`config.mk`:
```
export PLATFORM = sky130hd
export DESIGN_NAME = csi_slave_rx
export DESIGN_NICKNAME = d
export VERILOG_FILES = /design/src/csi_slave_pkg.sv /design/src/csi_slave_rx.sv /design/src/csi_fifo.sv
export SDC_FILE = /design/constraint.sdc
export NUM_CORES = 1
export LEC_CHECK = 0
export ABC_AREA = 1
export BUFFER_PORTS_ARGS = -buffer_cell sky130_fd_sc_hd__buf_2
export CELL_PAD_IN_SITES_DETAIL_PLACEMENT = 0
export CELL_PAD_IN_SITES_GLOBAL_PLACEMENT = 1
export CORE_MARGIN = 8
export CORE_UTILIZATION = 30
export CTS_CLUSTER_SIZE = 40
export DETAILED_ROUTE_END_ITERATION = 12
export GPL_TIMING_DRIVEN = 0
export PLACE_DENSITY = 0.6
export SYNTH_ARGS = -nofsm -noshare
export SYNTH_HDL_FRONTEND = slang
export SYNTH_SLANG_ARGS = --single-unit
```
`constraint.sdc`:
```
create_clock -name MCLK -period 2.85 [get_ports MCLK]
set_input_delay 0.1425 -clock MCLK [delete_from_list [all_inputs] [get_ports MCLK]]
set_output_delay 0.1425 -clock MCLK [all_outputs]
set_load 0.05 [all_outputs]
```
`src/csi_slave_pkg.sv`:
```
/*
  Package for the clocked serial slave receive channel: data width, FIFO depth,
  reset values, frame lengths and timing counts.
  Assumes a single operation clock at the rate given by MCLK_HZ.
*/
// Notes on behaviour
// - The receiver shifts data only on edges of the master-supplied serial clock.
// - Overrun is the only error the receive channel detects and flags.
// - The serial clock is sampled by the operation clock; max rate is fmck/6.
// - Phase 0 samples on the trailing edge; phase 1 half a period earlier, on first clock activity.
// - Clock phase 0 uses the serial clock as is; 1 uses it inverted.
// - A transmit write while the buffer is full replaces the pending data.
package csi_slave_pkg;
  localparam int DATA_W = 8;
  localparam int SHORT_LEN = 7;
  localparam int LONG_LEN = 8;
  localparam int FIFO_DEPTH = 16;
  localparam int MCLK_HZ = 10_000_000;
  localparam int MIN_SCK_PERIOD_CYC = 6;
  localparam int ENABLE_SETTLE_CYC = 4;
  localparam logic [3:0] CNT_RESET = 4'h0;
  localparam logic [7:0] DATA_RESET = 8'h00;
  localparam int SYNC_STAGES = 2;
endpackage

```
`src/csi_slave_rx.sv`:
```
/*
  Slave receive channel of a three-wire clocked serial port. The master
  drives the serial clock; frames shift in, pass a 16-word FIFO and land in
  a data register read by software. A transmit-side buffer keeps the
  overwrite-on-full behaviour for continuous transmission.
  Assumes pins are asynchronous to MCLK and the serial clock period is at
  least six MCLK periods.
*/
module csi_slave_rx #(
  parameter int FIFO_W = csi_slave_pkg::DATA_W,
  parameter int FIFO_D = csi_slave_pkg::FIFO_DEPTH
)
(
  input wire logic MCLK,
  input wire logic RST_B,
  input wire logic CE,
  input wire logic ENABLE,
  input wire logic SERIAL_CLOCK_INPUT,
  input wire logic SERIAL_DATA_INPUT,
  input wire logic DATA_PHASE_SELECT,
  input wire logic CLOCK_PHASE_SELECT,
  input wire logic LEN_EIGHT,
  input wire logic LSB_FIRST,
  input wire logic INTERRUPT_SOURCE_SELECT,
  input wire logic DATA_READ,
  output logic [7:0] SERIAL_DATA_REGISTER,
  output logic DATA_VALID,
  input wire logic OVERRUN_CLEAR,
  output logic OVERRUN_FLAG,
  output logic TRANSFER_END_INTERRUPT,
  output logic FIFO_READY,
  input wire logic TX_WRITE,
  input wire logic [7:0] TX_DATA,
  input wire logic TX_TAKE,
  output logic [7:0] TX_BUFFER,
  output logic BUFFER_FULL_FLAG
);
  logic [1:0] sck_sync_q;
  logic [1:0] si_sync_q;
  logic sck_prev_q;
  logic [1:0] warm_q;
  logic [7:0] shift_q;
  logic [3:0] cnt_q;
  logic frame_done;
  logic [7:0] frame_data;
  logic sck_now;
  logic lead_edge;
  logic trail_edge;
  logic sample_edge;
  logic fifo_out_valid;
  logic [7:0] fifo_out_data;
  logic fifo_in_ready;
  logic load;
  logic [3:0] frame_len;

  // Pins pass two flip-flops before any logic looks at them.
  always_ff @(posedge MCLK or negedge RST_B)
  begin
    if (!RST_B)
    begin
      sck_sync_q <= 2'h0;
      si_sync_q <= 2'h0;
    end
    else if (CE)
    begin
      sck_sync_q <= {sck_sync_q[0], SERIAL_CLOCK_INPUT};
      si_sync_q <= {si_sync_q[0], SERIAL_DATA_INPUT};
    end
  end

  // Polarity follows the phase select; the clock is never generated here.
  assign sck_now = sck_sync_q[1] ^ CLOCK_PHASE_SELECT;

  always_ff @(posedge MCLK or negedge RST_B)
  begin
    if (!RST_B)
    begin
      sck_prev_q <= 1'b0;
      warm_q <= 2'h0;
    end
    else if (CE)
    begin
      sck_prev_q <= sck_now;
      if (warm_q != 2'h3)
      begin
        warm_q <= warm_q + 2'h1;
      end
    end
  end

  // Idle level is high in forward sense, so the first activity is a fall.
  // Edges count only once the synchroniser and the previous level hold real
  // pin levels, so the release of reset never looks like clock activity.
  assign lead_edge = (warm_q == 2'h3) && sck_prev_q && !sck_now;
  assign trail_edge = (warm_q == 2'h3) && !sck_prev_q && sck_now;
  // Phase 1 presents data half a clock earlier, so it is taken on the
  // leading edge; phase 0 takes it on the trailing edge.
  assign sample_edge = DATA_PHASE_SELECT ? lead_edge : trail_edge;

  assign frame_len = LEN_EIGHT ? 4'(csi_slave_pkg::LONG_LEN)
                               : 4'(csi_slave_pkg::SHORT_LEN);
  assign frame_done = ENABLE && sample_edge && (cnt_q == frame_len - 4'h1);

  // Bits enter at the top for LSB first and at the bottom for MSB first.
  function automatic logic [7:0] shift_in(input logic [7:0] s,
                                          input logic b,
                                          input logic lsb,
                                          input logic eight);
    logic [7:0] r;
    r = lsb ? {b, s[7:1]} : {s[6:0], b};
    // Seven-bit words keep bit 7 clear so no stale bit leaks in.
    if (!eight)
    begin
      r = lsb ? {1'b0, b, s[6:1]} : {1'b0, s[5:0], b};
    end
    return r;
  endfunction

  assign frame_data = shift_in(shift_q, si_sync_q[1], LSB_FIRST, LEN_EIGHT);

  always_ff @(posedge MCLK or negedge RST_B)
  begin
    if (!RST_B)
    begin
      shift_q <= csi_slave_pkg::DATA_RESET;
      cnt_q <= csi_slave_pkg::CNT_RESET;
    end
    else if (CE)
    begin
      if (!ENABLE)
      begin
        shift_q <= csi_slave_pkg::DATA_RESET;
        cnt_q <= csi_slave_pkg::CNT_RESET;
      end
      else if (sample_edge)
      begin
        shift_q <= frame_data;
        cnt_q <= frame_done ? csi_slave_pkg::CNT_RESET : cnt_q + 4'h1;
      end
    end
  end

  // A frame that finds the FIFO full is dropped and counted as an overrun.
  csi_fifo #(
    .WIDTH(FIFO_W),
    .DEPTH(FIFO_D)
  ) u_fifo (
    .clk(MCLK),
    .rst_b(RST_B),
    .ce(CE),
    .in_valid(frame_done),
    .in_ready(fifo_in_ready),
    .in_data(frame_data),
    .out_valid(fifo_out_valid),
    .out_ready(load),
    .out_data(fifo_out_data),
    .level()
  );
  assign FIFO_READY = fifo_in_ready;

  // The data register is refilled only once software has read it.
  assign load = fifo_out_valid && (!DATA_VALID || DATA_READ);

  always_ff @(posedge MCLK or negedge RST_B)
  begin
    if (!RST_B)
    begin
      SERIAL_DATA_REGISTER <= csi_slave_pkg::DATA_RESET;
      DATA_VALID <= 1'b0;
    end
    else if (CE)
    begin
      if (load)
      begin
        SERIAL_DATA_REGISTER <= fifo_out_data;
        DATA_VALID <= 1'b1;
      end
      else if (DATA_READ)
      begin
        DATA_VALID <= 1'b0;
      end
    end
  end

  // Overrun is the only error; a set in the clear cycle wins.
  always_ff @(posedge MCLK or negedge RST_B)
  begin
    if (!RST_B)
    begin
      OVERRUN_FLAG <= 1'b0;
    end
    else if (CE)
    begin
      if (frame_done && !fifo_in_ready)
      begin
        OVERRUN_FLAG <= 1'b1;
      end
      else if (OVERRUN_CLEAR)
      begin
        OVERRUN_FLAG <= 1'b0;
      end
    end
  end

  // Only the transfer-end source is meaningful here; the select input is
  // expected at 0 and a 1 suppresses the pulse rather than faking an empty.
  always_ff @(posedge MCLK or negedge RST_B)
  begin
    if (!RST_B)
    begin
      TRANSFER_END_INTERRUPT <= 1'b0;
    end
    else if (CE)
    begin
      TRANSFER_END_INTERRUPT <= frame_done && !INTERRUPT_SOURCE_SELECT;
    end
  end

  // Transmit buffer: a write while full simply replaces the pending word.
  always_ff @(posedge MCLK or negedge RST_B)
  begin
    if (!RST_B)
    begin
      TX_BUFFER <= csi_slave_pkg::DATA_RESET;
      BUFFER_FULL_FLAG <= 1'b0;
    end
    else if (CE)
    begin
      if (TX_WRITE)
      begin
        TX_BUFFER <= TX_DATA;
        BUFFER_FULL_FLAG <= 1'b1;
      end
      else if (TX_TAKE)
      begin
        BUFFER_FULL_FLAG <= 1'b0;
      end
    end
  end
endmodule

```
`src/csi_fifo.sv`:
```
/*
  Synchronous FIFO of flip-flops with valid and ready on both sides.
  Assumes one clock, an active-low asynchronous reset and a clock enable.
*/
module csi_fifo #(
  parameter int WIDTH = 8,
  parameter int DEPTH = 16
)
(
  input wire logic clk,
  input wire logic rst_b,
  input wire logic ce,
  input wire logic in_valid,
  output logic in_ready,
  input wire logic [WIDTH-1:0] in_data,
  output logic out_valid,
  input wire logic out_ready,
  output logic [WIDTH-1:0] out_data,
  output logic [$clog2(DEPTH):0] level
);
  localparam int AW = $clog2(DEPTH);
  logic [WIDTH-1:0] mem_q [DEPTH];
  logic [AW-1:0] wr_q;
  logic [AW-1:0] rd_q;
  logic [AW:0] cnt_q;
  logic push;
  logic pop;

  assign in_ready = (cnt_q != DEPTH[AW:0]);
  assign out_valid = (cnt_q != '0);
  assign push = in_valid && in_ready && ce;
  assign pop = out_valid && out_ready && ce;
  assign out_data = mem_q[rd_q];
  assign level = cnt_q;

  always_ff @(posedge clk)
  begin
    if (push)
    begin
      mem_q[wr_q] <= in_data;
    end
  end

  always_ff @(posedge clk or negedge rst_b)
  begin
    if (!rst_b)
    begin
      wr_q <= '0;
      rd_q <= '0;
      cnt_q <= '0;
    end
    else
    begin
      if (push)
      begin
        wr_q <= (wr_q == AW'(DEPTH - 1)) ? '0 : wr_q + 1'b1;
      end
      if (pop)
      begin
        rd_q <= (rd_q == AW'(DEPTH - 1)) ? '0 : rd_q + 1'b1;
      end
      if (push && !pop)
      begin
        cnt_q <= cnt_q + 1'b1;
      end
      else if (pop && !push)
      begin
        cnt_q <= cnt_q - 1'b1;
      end
    end
  end
endmodule

```
==> results.md, run 1 <==
- Outcome: complete, no violations
- # Post-CTS Setup Buffers: 0
- Layout area overhead: 17.4%
- Main synth FF type: edfxtp_1
- Post-synth EDFFs: between 100 and 150
- Vert. Die Dim: ~180 µm
- Die Width: between 150 and 200 µm
- Leading area contributor after synthesis: edfxtp_1
- Peak supply drop: ~0.00047 V
- P_leak: slightly below 0.004 µW
- Crit. End Element: flop
- Minimum clock period: 2620 ps
- Hold WC Path Type: in2reg
- Final #Nets: ~890
- Total grt overflow: 0
- Period utilization: 91.8%
- IO Count: 44
- Crit. Startpoint: u_fifo.level[1]
- Max stage delay on crit path: between 400 and 500 ps
- Top post-synthesis cells by count: nand2_1, edfxtp_1, nor2_1
- Synth Register Bits: 180
- Clock sink count: 180
- Skew final: between 10 and 15 ps
- Core Box Area: between 0.02 and 0.03 mm²
- I/O Buffers: 43
- Fin area: a little over 0.009 mm²
- Fin util: 35.9%
- Cts hold-fix bufs: 13
- Slowest cell on crit path: dfrtp_1
- Ys async rst share: 28.9%
- Pre-CTS setup slack: roughly 250 ps
- Via/cell ratio: around 4.5
- Final hold violation count: 0
- Syn Nets: a little over 800
- Die area: between 0.03 and 0.04 mm²
- Total Routing Usage GR: a little over an eighth
- Average cell area after synthesis: around 10 µm²
- Pre-Repair DR Iteration Count: 5
- Register area share after synthesis: ~65%
- Setup TNS: 0 ps
- Critical hold path startpoint: DATA_READ
- Synth Warn #: 0
- Vias in the first global route: between 5000 and 6000
- Final Max Slew Viols: 0
- Mapped Cells: about 770
- RSZ-0062 raised after global routing: false
- CP required: around 3200 ps
- Startpoint Class: flop
- Placed inst area: between 0.008 and 0.009 mm²
- Pin count of the biggest net entering global routing: between 50 and 60
- Post-Synthesis Cell Area: between 0.007 and 0.008 mm²
- Initial Util: between 30% and 40%
- CTS Buf Count: 17
- Final setup fails: 0
- Most frequent cell after synthesis: nand2_1
- Ranking of synthesized cells by area: edfxtp_1, dfrtp_1, nand2_1
- Max Root-Sink Buffers: 2
- R2R depth: 13
- Post-route antenna net violation count: 0
- Antenna diode count: 0
- DR WL/cell: between 15 and 20 µm
- Total power: around 8200 µW
- Max Cap Viol: 0
- Row Count: between 50 and 60
- Max FO, Critical Path: 10
- CTS tree: built
- Worst-skew pair later-pin latency: 430 ps
- Slew headroom: a little over a third
- CP arrival: about 3000 ps
- Worst-Margin Slew: roughly 960 ps
- Final critical-path setup slack: 234 ps
- Global placement routability congestion: 0.776
- Via Count: approximately 5400
- Layout cells sized above 1: about 15%
- Routed WL: 20100 µm
- Worst-path cell chain: nor2_1 > nand3b_1 > nand2_1 > buf_2 > ha_1 > inv_1 > ha_1 > a21oi_1 > nor2_1 > nor2_1 > xor2_1 > nand2_1 > nand2_1
- Root Driver: clkbuf_16
- Max Fclk: about 0.38 GHz
- 1st-iter DRT viols: 327
- Clock-pin slew on the worst setup and hold paths: around 60 ps
- Top-area cell type share of the netlist area: between 40% and 50%
- First-pass GRT wire length: approximately 32000 µm
- Initial antenna violation count: 0
- Remaining DRCs: 0
- Setup CP Type: reg2reg
- R2r startpoint: u_fifo.level[1]
- PD cells: 885 mW/mm²
- Detailed placement HPWL: 13700 µm
- Post-cts gate resize count: 0
- CTS H-tree depth: 4
- Post-synthesis cell type count: 35
- Worst Hold Path Cells: 4
[cell families after synthesis]
family / after synthesis / share of synthesized area [%]
multiplexers: 9 / 1.28
adder cells (fa/ha/maj): 12 / 1.99
AO/OA/AOI/OAI: 61 / 4.02
flip-flops: 180 / 64.9
XOR/XNOR: 7 / 0.773
buffers and inverters: 82 / 4.84
AND/OR/NAND/NOR: 423 / 22.2
[per-layer routing]
layer,vias up,GRT usage [%],wire length (µm),part of all wire [%]
li1,2721,-,-,-
met1,2573,18.8,10100,50
met2,112,20.5,9060,45
met3,17,2.79,811,4.0
met4,0,3.51,182,0.90
met5,-,0,0,0
[per-stage QoR]
stage | std cells | hold slack (ps)
floorplan | 774 | -153
global placement | 1152 | 350
detailed placement | 1154 | 348
CTS | 1199 | 16.0
global route | 1200 | 55.6
finish | 1200 | 38.7
[cell usage in the layout, fill, tap and decap left out, types with 3 or more instances in the layout]
master and n:
clkinv_1 4, inv_1 38, dlygate4sd3_1 14, xor2_1 5, o21ai_0 33, nand2_1 239, buf_2 56, dfrtp_1 52
mux2_2 8, nand2_4 3, clkbuf_16 17, inv_2 8, nand4_1 3, nor2_1 95, buf_6 3, o21ai_1 16
ha_1 11, buf_4 11, nand3_2 5, a21oi_1 5, edfxtp_1 128, nand3_1 73, a21oi_2 3, clkbuf_1 8
clkinvlp_4 3
[sequential cells by signal, summed over array words and instances (netlist names), 2 cells and up]
register and count:
u_fifo.rd_q 4, SERIAL_DATA_REGISTER 8, u_fifo.wr_q 4, sck_sync_q 2, warm_q 2, si_sync_q 2
u_fifo.level 5, u_fifo.mem_q 128, TX_BUFFER 8, cnt_q 4, shift_q 8
[path summary, 6_finish.rpt]
check	end	slack (ps)
max	u_fifo.level[4]	230
min	DATA_VALID	40
max reg2reg	u_fifo.level[4]	230
min reg2reg	sck_sync_q[0]	470
max in group asynchronous	SERIAL_DATA_REGISTER[5]	2060
min in group asynchronous	TX_BUFFER[3]	310
[final cells by class]
| class | instances | area, µm² |
|---|---|---|
| sequential | 180 | 5140 |
| multi-input combinational | 512 | 2410 |
| buffer | 33 | 198 |
| clock inverter | 12 | 130 |
| clock buffer | 20 | 447 |
| timing repair buffer | 59 | 380 |
| tap | 335 | 419 |
| fill | 2624 | 16700 |
| inverter | 49 | 186 |
[power by group]
group / switching [µW] / internal [µW] / leakage, µW
registers: 119 / 3000 / 0.00182
logic: 1950 / 864 / 0.00186
clock network: 1000 / 1320 / 0.000272
total: 3070 / 5180 / 0.00395
[critical path: cells and delay by family, from the launching register on]
kind                     cells  cell delay (ps)
AO/OA/AOI/OAI                1              160
buffers and inverters        2              450
AND/OR/NAND/NOR              7              770
adder cells (fa/ha/maj)      2              600
flip-flops                   1              410
XOR/XNOR                     1              160
(Power assumes the default switching activity.)
==> run 2, diff against run 1 <==
Settings changed: CORE_UTILIZATION 30 to 48, PLACE_DENSITY 0.6 to 0.85.
==> results.md, run 2 (same netlist as run 1, synthesis figures left out) <==
- Outcome: complete, no violations
- Crit. End Element: flop
- CTS H-tree depth: 4 (unchanged)
- Placed inst area: 0.00845 mm² (-1.8%)
- Final #Nets: 886 (-0.11%)
- Max FO, Critical Path: 6 (-4)
- CTS tree: built
- RSZ-0062 raised after global routing: false
- DR WL met3: 1180 µm (+45%)
- Period utilization: 88.2% (-3.6 points)
- Fin util: 56.2% (+20 points)
- P_leak: 0.00396 µW (+0.36%)
- Remaining DRCs: 0 (unchanged)
- Pin count of the biggest net entering global routing: 53 (unchanged)
- Die area: 0.0209 mm² (-34%)
- Final setup fails: 0 (unchanged)
- Core Box Area: 0.0163 mm² (-37%)
- Slew headroom: 27.5% (-8.6 points)
- Initial antenna violation count: 0 (unchanged)
- DRT met1 WL: 8180 µm (-19%)
- I/O Buffers: 43 (unchanged)
- Via/cell ratio: 5.15 (+14%)
- Max reg flops: 128 (unchanged)
- Routed WL: 18600 µm (-7.8%)
- Reg power frac: 38.1% (+0.3 points)
- Final Max Slew Viols: 0 (unchanged)
- Clock sink count: 180 (unchanged)
- Peak supply drop: 0.000481 V (+2.6%)
- Post-route antenna net violation count: 0 (unchanged)
- Max Fclk: 0.398 GHz (+4.1%)
- Pre-Repair DR Iteration Count: 5 (unchanged)
- Setup CP Type: reg2reg
- Reg with most FFs: u_fifo.mem_q
- Fin area: 0.00918 mm² (-1.4%)
- Initial Util: 48.5% (+18 points)
- Minimum clock period: 2510 ps (-103 ps)
- Startpoint Class: flop
- Total grt overflow: 0 (unchanged)
- Root Driver: clkbuf_16
- First-pass GRT wire length: 29200 µm (-8.6%)
- Top sig layer: met4
- 1st-iter DRT viols: 503 (+54%)
- Clock-pin slew on the worst setup and hold paths: 60 ps (about the same)
- Vert. Die Dim: 145 µm (-19%)
- Sw power: 2960 µW (-3.5%)
- Clock power frac: 28.4% (+0.3 points)
- PD cells: 893 mW/mm² (+0.94%)
- Layout area overhead: 15.8%
- Layout cells sized above 1: 15.0% (-0.098 points)
- Setup TNS: 0 ps (unchanged)
- Sw Share: 36.1% (-1.1 points)
- Hold WC Path Type: in2reg
- Row Count: 47 (-20%)
- IO Count: 44 (unchanged)
- Met2 WL: 8790 µm (-3.0%)
- Global placement routability congestion: 0.864 (+11%)
- Vias in the first global route: 5352 (-2.5%)
- Total Routing Usage GR: 18.9% (+5.6 points)
- CP arrival: 2880 ps (-100 ps)
- CP required: 3220 ps (about the same)
- Via Count: 5579 (+2.9%)
- Max Root-Sink Buffers: 2 (unchanged)
- Die Width: 145 µm (-19%)
- DR WL/cell: 17.1 µm (+2.1%)
- Final hold violation count: 0 (unchanged)
- Skew final: 10.1 ps (-1.21 ps)
- Worst-Margin Slew: 1080 ps (+121 ps)
- Internal power: 5240 µW (+1.3%)
- Most common cell after layout, fill and taps aside: nand2_1
- Worst-skew pair later-pin latency: 430 ps (about the same)
- CTS Buf Count: 17 (unchanged)
- # Post-CTS Setup Buffers: 0 (unchanged)
- Commonest non-fill, non-tap cells in the layout: nand2_1, edfxtp_1, nor2_1
- Max Cap Viol: 0 (unchanged)
- Detailed placement HPWL: 12300 µm (-10%)
- Combinational fraction of design power: 33.6% (-0.5 points)
- Antenna diode count: 0 (unchanged)
run 2: cell types whose count changed in the layout (fill, tap and decap cells not counted), moves of 2 or more:
cell / before / now
clkinv_4: 2 / 0
clkinvlp_4: 3 / 1
clkbuf_8: 1 / 3
clkinv_1: 4 / 2
clkbuf_16: 17 / 19
clkbuf_1: 8 / 10
run 2: what timing repair did:
item                                    4_1_cts  5_1_grt
gates resized for setup                       0        0
hold buffers                                 13        1
endpoints found under the setup margin        0        0
endpoints found under the hold margin        13       52
run 2: cell type report:
type                    count  area [µm²]
fillers                  1440        7170
flip-flops and latches    180        5140
multi-input cells         512        2410
clock buffers              26         532
repair buffers             58         373
well taps                 220         275
plain buffers              33         198
inverters                  49         186
clock inverters             6        62.6
run 2: worst paths after layout:
check | cells past startpoint | to | start | slack [ps]
worst max register to register | 16 | u_fifo.level[4] | sck_sync_q[1] | 340
worst max-delay path | 16 | u_fifo.level[4] | sck_sync_q[1] | 340
max in group asynchronous | 2 | shift_q[7] | RST_B | 2040
worst min-delay path | 4 | DATA_VALID | DATA_READ | 30
worst min register to register | 2 | SERIAL_DATA_REGISTER[6] | SERIAL_DATA_REGISTER[6] | 470
min in group asynchronous | 2 | SERIAL_DATA_REGISTER[0] | RST_B | 320
run 2: stage by stage:
step / cells / hold WS [ps] / total power, µW / worst slack, ps
after detailed placement: 1038 / 350 / 5870 / 355
after CTS: 1083 / 10.7 / 8200 / 333
after floorplan: 774 / -153 / 5100 / 419
final: 1084 / 28.0 / 8200 / 338
after global placement: 1037 / 348 / 5860 / 345
after global routing: 1084 / 48.0 / 8680 / 73.8
run 2: worst max-delay path, stage by stage (launching register included):
cell and delay [ps]:
dfrtp_1 400, inv_2 70, nand2_1 50, nand3_1 110, inv_1 80, nor2_4 140
nand3_2 150, inv_4 170, ha_1 250, inv_1 110, ha_1 330, a21oi_1 150
nor2_1 50, nor2_1 110, xor2_1 150, nand2_1 70, nand2_1 50
run 2: power by group through the flow:
stage | sequential (µW) | clock (µW) | combinational (µW)
floorplan | 3420 | 0 | 1680
global placement | 3170 | 0 | 2690
detailed placement | 3170 | 0 | 2700
CTS | 3120 | 2350 | 2730
global route | 3150 | 2460 | 3070
finish | 3120 | 2330 | 2750
run 2: layer usage:
layer | vias to the layer above | track usage, %
met4 | 0 | 8.05
met5 | - | 0
met1 | 2660 | 25.2
met2 | 175 | 29.5
li1 | 2715 | -
met3 | 29 | 3.76
